`config.mk`:
```
export PLATFORM = sky130hd
export DESIGN_NAME = timsc_mask_ctrl
export DESIGN_NICKNAME = d
export VERILOG_FILES = /design/src/hdl/timsc_mask_ctrl.v /design/src/hdl/timsc_temp_arm.v
export VERILOG_INCLUDE_DIRS = /design/src /design/src/pkg
export SDC_FILE = /design/constraint.sdc
export NUM_CORES = 1
export LEC_CHECK = 0
export BUFFER_PORTS_ARGS = -buffer_cell sky130_fd_sc_hd__clkbuf_2
export CAP_MARGIN = 10
export CORE_AREA = 8 8 67 69
export CTS_CLUSTER_DIAMETER = 150
export DETAILED_ROUTE_END_ITERATION = 8
export DIE_AREA = 0 0 75 77
export PLACE_DENSITY = 0.64
export SLEW_MARGIN = 20
export SYNTH_ARGS = -nofsm -noshare
export SYNTH_HDL_FRONTEND = slang
export SYNTH_SLANG_ARGS = --single-unit
```
`constraint.sdc`:
```
create_clock -name i_clock -period 3.2 [get_ports i_clock]
set_input_delay 0.32 -clock i_clock [delete_from_list [all_inputs] [get_ports i_clock]]
set_output_delay 0.32 -clock i_clock [all_outputs]
set_load 0.01 [all_outputs]
```
`src/pkg/timsc_map.vh`:
```
`ifndef TIMSC_MAP_VH
`define TIMSC_MAP_VH
// Register offsets
`define TIMSC_ADDR_STATUS2 8'h02
`define TIMSC_ADDR_MASK2 8'h04
`define TIMSC_ADDR_EVT_STAT 8'h10
`define TIMSC_ADDR_EVT_MASK 8'h11
// Reset values
`define TIMSC_MASK2_RST 8'h00
`define TIMSC_STATUS2_RST 8'h00
`define TIMSC_EVT_RST 8'h00
// Field positions
`define TIMSC_BIT_HOT 0
`define TIMSC_BIT_BOARD 1
`define TIMSC_BIT_FAN_ONE_TACH 2
`define TIMSC_BIT_FAN_TWO_TACH 3
`define TIMSC_BIT_CHASSIS 4
`define TIMSC_BIT_OVERT 5
`define TIMSC_BIT_HOT_MODE 6
`define TIMSC_BIT_OVERT_MODE 7
`endif

```
`src/hdl/timsc_mask_ctrl.v`:
```
`timescale 1ns/1ns
`include "timsc_map.vh"
//--------------------------------------------------------------
// Function
// RULE_01 - Read/write 8-bit mask register at 04h
// RULE_02 - Mask register resets to all zero
// RULE_03 - Mask bits 0-5 block matching flags
// RULE_04 - Mode bit clear selects repeating mode
// RULE_05 - Repeating: read clears, next conversion re-raises
// RULE_06 - Repeating: re-raise until below hysteresis
// RULE_07 - One-time: single interrupt crossing hot limit
// RULE_08 - One-time: silent until below hysteresis
// RULE_09 - Below-hysteresis interrupt also cleared by read
// RULE_10 - Then silent until above hot again
// RULE_11 - Read clears bit, not reset next conversion
// RULE_12 - Hot flag at status bit 0
// RULE_13 - Overtemp flag at bit 5, mode bit 7
// RULE_14 - Interrupt high while any unmasked flag set
//--------------------------------------------------------------
module timsc_mask_ctrl (
    input wire i_clock,                // Clock, 250 MHz
    input wire i_srst,                 // Sync reset, active high
    input wire [7:0] i_addr,           // Register address
    input wire [7:0] i_wdata,          // Write data
    input wire i_wr,                   // Write strobe
    input wire i_rd,                   // Read strobe
    output reg [7:0] o_rdata,          // Read data, cycle after strobe
    input wire i_conv_done,            // Conversion complete pulse
    input wire i_hot_above,            // Temp above hot limit
    input wire i_hot_below_hyst,       // Temp below hot hysteresis
    input wire i_overt_above,          // Temp above overtemp limit
    input wire i_overt_below_hyst,     // Temp below overtemp hysteresis
    input wire i_board_temp_alert_in,  // Board alert event pulse
    input wire i_fan_one_tach,         // Fan one limit event pulse
    input wire i_fan_two_tach,         // Fan two limit event pulse
    input wire i_chassis_open_in,      // Chassis intrusion event pulse
    output wire o_irq,                 // Monitor interrupt, active high
    output wire o_evt_irq              // Block event interrupt
);
    //----------------------------------------------------------
    // Registers
    //----------------------------------------------------------
    reg [7:0] irq_mask_second_reg;
    reg [3:0] misc_flag_reg;
    reg [3:0] misc_flag_next;
    reg [1:0] evt_stat_reg;
    reg [1:0] evt_stat_next;
    reg [1:0] evt_mask_reg;
    wire hot_flag;
    wire overt_flag;
    wire [7:0] status2;
    wire stat_rd;
    wire [1:0] evt_raise;

    function sel;
        input [7:0] addr;
        input [7:0] target;
        begin
            sel = (addr == target);
        end
    endfunction

    assign stat_rd = i_rd && sel(i_addr, `TIMSC_ADDR_STATUS2);

    //----------------------------------------------------------
    // Temperature sources
    //----------------------------------------------------------
    timsc_temp_arm u_hot (
        .i_clock(i_clock),
        .i_srst(i_srst),
        .i_one_time(irq_mask_second_reg[`TIMSC_BIT_HOT_MODE]), // [RULE_04] [RULE_12]
        .i_conv_done(i_conv_done),
        .i_above_hot(i_hot_above),
        .i_below_hyst(i_hot_below_hyst),
        .i_read_clr(stat_rd),
        .o_flag(hot_flag)
    );

    timsc_temp_arm u_overt (
        .i_clock(i_clock),
        .i_srst(i_srst),
        .i_one_time(irq_mask_second_reg[`TIMSC_BIT_OVERT_MODE]), // [RULE_13]
        .i_conv_done(i_conv_done),
        .i_above_hot(i_overt_above),
        .i_below_hyst(i_overt_below_hyst),
        .i_read_clr(stat_rd),
        .o_flag(overt_flag)
    );

    //----------------------------------------------------------
    // Other sources: sticky, cleared by status read, set wins
    //----------------------------------------------------------
    always @* begin
        misc_flag_next = misc_flag_reg;
        if (stat_rd) begin
            misc_flag_next = 4'h0;
        end
        misc_flag_next = misc_flag_next | {i_chassis_open_in, i_fan_two_tach,
                                           i_fan_one_tach, i_board_temp_alert_in};
    end

    assign status2 = {2'b00, overt_flag, misc_flag_reg, hot_flag}; // [RULE_12] [RULE_13]

    //----------------------------------------------------------
    // Monitor interrupt
    //----------------------------------------------------------
    assign o_irq = |(status2[5:0] & ~irq_mask_second_reg[5:0]); // [RULE_03] [RULE_14]

    //----------------------------------------------------------
    // Block events: bit 0 mask write, bit 1 interrupt rise
    //----------------------------------------------------------
    reg irq_d_reg;
    assign evt_raise = {o_irq && !irq_d_reg, i_wr && sel(i_addr, `TIMSC_ADDR_MASK2)};

    always @* begin
        evt_stat_next = evt_stat_reg;
        if (i_wr && sel(i_addr, `TIMSC_ADDR_EVT_STAT)) begin
            evt_stat_next = evt_stat_reg & ~i_wdata[1:0];
        end
        evt_stat_next = evt_stat_next | evt_raise;
    end

    assign o_evt_irq = |(evt_stat_reg & ~evt_mask_reg);

    //----------------------------------------------------------
    // Register writes
    //----------------------------------------------------------
    always @(posedge i_clock) begin
        if (i_srst) begin
            irq_mask_second_reg <= `TIMSC_MASK2_RST; // [RULE_02]
            misc_flag_reg <= 4'h0;
            evt_stat_reg <= 2'b00;
            evt_mask_reg <= 2'b00;
            irq_d_reg <= 1'b0;
        end else begin
            if (i_wr && sel(i_addr, `TIMSC_ADDR_MASK2)) begin
                irq_mask_second_reg <= i_wdata; // [RULE_01]
            end
            if (i_wr && sel(i_addr, `TIMSC_ADDR_EVT_MASK)) begin
                evt_mask_reg <= i_wdata[1:0];
            end
            misc_flag_reg <= misc_flag_next;
            evt_stat_reg <= evt_stat_next;
            irq_d_reg <= o_irq;
        end
    end

    //----------------------------------------------------------
    // Read data, one cycle after strobe, else zero
    //----------------------------------------------------------
    always @(posedge i_clock) begin
        if (i_srst) begin
            o_rdata <= 8'h00;
        end else if (i_rd) begin
            case (i_addr)
                `TIMSC_ADDR_MASK2: o_rdata <= irq_mask_second_reg; // [RULE_01]
                `TIMSC_ADDR_STATUS2: o_rdata <= status2;
                `TIMSC_ADDR_EVT_STAT: o_rdata <= {6'h00, evt_stat_reg};
                `TIMSC_ADDR_EVT_MASK: o_rdata <= {6'h00, evt_mask_reg};
                default: o_rdata <= 8'h00;
            endcase
        end else begin
            o_rdata <= 8'h00;
        end
    end
endmodule // timsc_mask_ctrl

```
`src/hdl/timsc_temp_arm.v`:
```
`timescale 1ns/1ns
`include "timsc_map.vh"
// Per-source temperature flag with repeating and one-time modes
module timsc_temp_arm (
    input wire i_clock,         // Clock
    input wire i_srst,          // Sync reset
    input wire i_one_time,      // Mode: 1 one-time, 0 repeating
    input wire i_conv_done,     // Conversion complete pulse
    input wire i_above_hot,     // Temp above hot limit
    input wire i_below_hyst,    // Temp below hysteresis
    input wire i_read_clr,      // Status register read pulse
    output wire o_flag          // Status flag
);
    reg flag_reg;
    reg flag_next;
    reg hot_side_reg;
    reg hot_side_next;
    reg set_evt;

    always @* begin
        set_evt = 1'b0;
        hot_side_next = hot_side_reg;
        if (i_conv_done) begin
            if (i_one_time) begin
                if (!hot_side_reg && i_above_hot) begin
                    set_evt = 1'b1; // [RULE_07]
                    hot_side_next = 1'b1;
                end else if (hot_side_reg && i_below_hyst) begin
                    set_evt = 1'b1; // [RULE_08] [RULE_09]
                    hot_side_next = 1'b0; // [RULE_10]
                end
            end else begin
                // Re-raise each conversion until below hysteresis
                if (i_above_hot) begin
                    hot_side_next = 1'b1;
                end else if (i_below_hyst) begin
                    hot_side_next = 1'b0;
                end
                set_evt = i_above_hot || (hot_side_reg && !i_below_hyst); // [RULE_04] [RULE_06]
            end
        end
        // Set wins over read clear
        if (set_evt) begin
            flag_next = 1'b1;
        end else if (i_read_clr) begin
            flag_next = 1'b0; // [RULE_05] [RULE_11]
        end else begin
            flag_next = flag_reg;
        end
    end

    always @(posedge i_clock) begin
        if (i_srst) begin
            flag_reg <= 1'b0;
            hot_side_reg <= 1'b0;
        end else begin
            flag_reg <= flag_next;
            hot_side_reg <= hot_side_next;
        end
    end

    assign o_flag = flag_reg;
endmodule // timsc_temp_arm

```
==> impl_metrics.env <==
export IMPL_outcome="completed"
export IMPL_post_route_cell_area_sq_um=1530
export IMPL_finish_cell_count_without_fillers=234
export IMPL_globalRouteMet3Util_pct=5.72
export IMPL_drtIter0Drc=81
export IMPL_clkSinkCount=29
export IMPL_n_antenna_cell=0
export IMPL_dominant_delay_contributor_by_cell_family_on_the_critical_path="simple AND/OR/NAND/NOR gates"
export IMPL_cp_startpoint="i_addr[2]"
export IMPL_wire_length_of_the_first_global_routing_pass_mm=4.70
export IMPL_clockRootBuffer="sky130_fd_sc_hd__clkbuf_4"
export IMPL_hold_buffers=0
export IMPL_routed_wirelength_mm=2.91
export IMPL_detailroute_via_count=1084
export IMPL_finalNetCount=214
export IMPL_power_leakage_nw=0.718
export IMPL_synth_async_sr_flop_share_pct=0
export IMPL_initial_utilization_pct=35.8
export IMPL_grt_busiest_layer="met2"
export IMPL_holdWs_ns=0.215
export IMPL_postSynthAreaPerCell_sq_um=8.63
export IMPL_portBuffers=38
export IMPL_syn_area_sq_um=1250
export IMPL_crit_path_max_fo=10
export IMPL_crit_arrival_ns=1.97
export IMPL_path_cells="clkbuf_2 -> nor2b_1 -> nand4_1 -> mux2i_1 -> nor2_1"
export IMPL_place_worst_setup_slack_ns=1.10
export IMPL_power_density_nw_per_um2=429
export IMPL_die_area_sq_um=5780
export IMPL_globalRouteMet2Util_pct=14.6
export IMPL_gp_congestion=0.795
export IMPL_via_per_inst=4.63
export IMPL_post_synth_top_area_cell="sky130_fd_sc_hd__dfxtp_1"
export IMPL_slowest_delay_ns=0.63
export IMPL_hold_path_class="input port to flip-flop"
export IMPL_cp_num_cells=5
export IMPL_synth_edf_count=0
export IMPL_finalSetupViolations=0
export IMPL_insertion_delay_ns=0.32
export IMPL_numCtsBuffers=5
export IMPL_boundaryPins=39
export IMPL_routedWlPerCell_microns=12.4
export IMPL_grt_max_degree=24
export IMPL_post_cts_setup_buffers=0
export IMPL_maxSlewHeadroom_pct=56.1
export IMPL_first_global_vias=1066
export IMPL_timing_rr_start="irq_mask_second_reg[2]"
export IMPL_cts_resized=0
export IMPL_synth_yosys_seq_area_share_pct=46.4
export IMPL_synth_fp_nets=174
export IMPL_placed_cell_count=226
export IMPL_clock_path_buffers=2
export IMPL_fp_row_count=22
export IMPL_detail_route_first_pass_iterations=4
export IMPL_yosys_area_top_type_share_pct=46.4
export IMPL_antenna_found_initial=0
export IMPL_grt_overflow_total=0
export IMPL_hpwl_mm=2.24
export IMPL_die_width_microns=75
export IMPL_worst_setup_hold_path_clk_slew_ns=0.09
export IMPL_utilization_pct=43.8
export IMPL_post_route_cells_drive_above_1_share_pct=26.9
export IMPL_fin_crit_sh_pct=55.2
export IMPL_dpl_instance_area_sq_um=1480
export IMPL_grt_setup_unrepaired="no"
export IMPL_achievable_frequency_ghz=0.566
export IMPL_clock_skew_ns=0.00503
export IMPL_area_growth_pct=22.5
export IMPL_worst_margin_slew_ns=0.657
export IMPL_globalRouteTotalUtil_pct=10.6
export IMPL_critical_path_n_buffers_inverters=1
export IMPL_hold_violation_count_in_the_final_report=0
export IMPL_finalCriticalPeriod_ns=1.77
export IMPL_ys_dominant_reg_cell="sky130_fd_sc_hd__dfxtp_1"
export IMPL_layout_setup_ws_ns=1.43
export IMPL_cts_tree="built"
export IMPL_maxCapViolCount=0
export IMPL_core_region_sq_um=3500
export IMPL_critical_path_required_ns=3.40
export IMPL_slew_violations=0
export IMPL_critical_path_slowest_cell="sky130_fd_sc_hd__nand4_1"
export IMPL_remaining_antenna_violation_count=0
export IMPL_clock_tree_htree_level_count=2
export IMPL_holdPathStages=3
export IMPL_netlist_instances=145
export IMPL_netlist_top_cells_area="sky130_fd_sc_hd__dfxtp_1, sky130_fd_sc_hd__mux2i_1, sky130_fd_sc_hd__nor2_1, sky130_fd_sc_hd__a22oi_1, sky130_fd_sc_hd__inv_1"
export IMPL_total_power_mw=0.658
export IMPL_setup_worst_path_end_class="flip-flop"
export IMPL_yosys_cell_types_count=29
export IMPL_synth_ff_latch_count=29
export IMPL_remaining_drc_errors=0
export IMPL_dieHeight_microns=77
export IMPL_min_delay_start="i_chassis_open_in"
export IMPL_start_kind="input port"
export IMPL_timing_worst_setup_path_type="input port to flip-flop"
export IMPL_timing_reg2reg_worst_path_depth=3
export IMPL_globalRouteMet1Util_pct=13.0
export IMPL_fin_setup_tns_ns=0
export IMPL_ir_drop_mv=0.245
export IMPL_ys_warn_count=0
cell families after synthesis:
logic type             share of synthesized area, %
AO/OA/AOI/OAI                                  15.5
buffers and inverters                          5.80
flip-flops                                     46.4
multiplexers                                   11.2
AND/OR/NAND/NOR                                21.1
where the power goes:
part	leakage (nW)	switching, mW	internal [mW]
Sequential	0.237	0.00904	0.373
Combinational	0.449	0.0377	0.0324
Clock	0.0320	0.123	0.0835
Total	0.718	0.170	0.488
area by class of cell:
class	instances	area (sq um)
inverter	14	52.6
clock inverter	2	10.0
tap	48	60.1
fill	357	1960
multi-input combinational	97	598
sequential	29	581
clock buffer	6	41.3
timing repair buffer	38	190
metal layers:
layer | vias to the layer above | wire length, microns
met5 | - | 0
met4 | 0 | 47
met3 | 7 | 270
met2 | 31 | 1210
met1 | 471 | 1380
li1 | 575 | -
cells in the final DEF (no fill, tap or decap), drive strengths merged, types with 2 or more instances in the layout:
cell type and n:
clkbuf 44, dfxtp 29, nor2 22, inv 14
mux2i 14, nand2 12, o21ai 10, a22oi 8
o22ai 4, nand2b 3, a21oi 3, nor3 3
nand3b 2, nor2b 2, and3 2, o22a 2
clkinv 2, or2 2
worst reg2reg max path: stages (launching register included):
cell and delay (ns):
sky130_fd_sc_hd__dfxtp_1 0.38, sky130_fd_sc_hd__o22ai_1 0.11, sky130_fd_sc_hd__nor3_1 0.41, sky130_fd_sc_hd__o31ai_1 0.11
worst paths after layout:
path / slack, ns / end
worst max-delay path: 1.43 / irq_mask_second_reg[6]
worst min-delay path: 0.21 / misc_flag_reg[3]
worst max register to register: 2.08 / evt_stat_reg[1]
worst min register to register: 0.41 / evt_stat_reg[1]
Yosys cell counts, types with 2 or more instances:
cell	n
sky130_fd_sc_hd__a21oi_1	3
sky130_fd_sc_hd__a22oi_1	8
sky130_fd_sc_hd__and3_1	2
sky130_fd_sc_hd__clkbuf_1	3
sky130_fd_sc_hd__dfxtp_1	29
sky130_fd_sc_hd__inv_1	14
sky130_fd_sc_hd__mux2i_1	14
sky130_fd_sc_hd__nand2_1	12
sky130_fd_sc_hd__nand2b_1	3
sky130_fd_sc_hd__nand3b_1	2
sky130_fd_sc_hd__nor2_1	22
sky130_fd_sc_hd__nor2b_1	2
sky130_fd_sc_hd__nor3_1	2
sky130_fd_sc_hd__o21ai_0	10
sky130_fd_sc_hd__o22a_1	2
sky130_fd_sc_hd__o22ai_1	4
No activity file was read; power rests on OpenSTA's default activity.
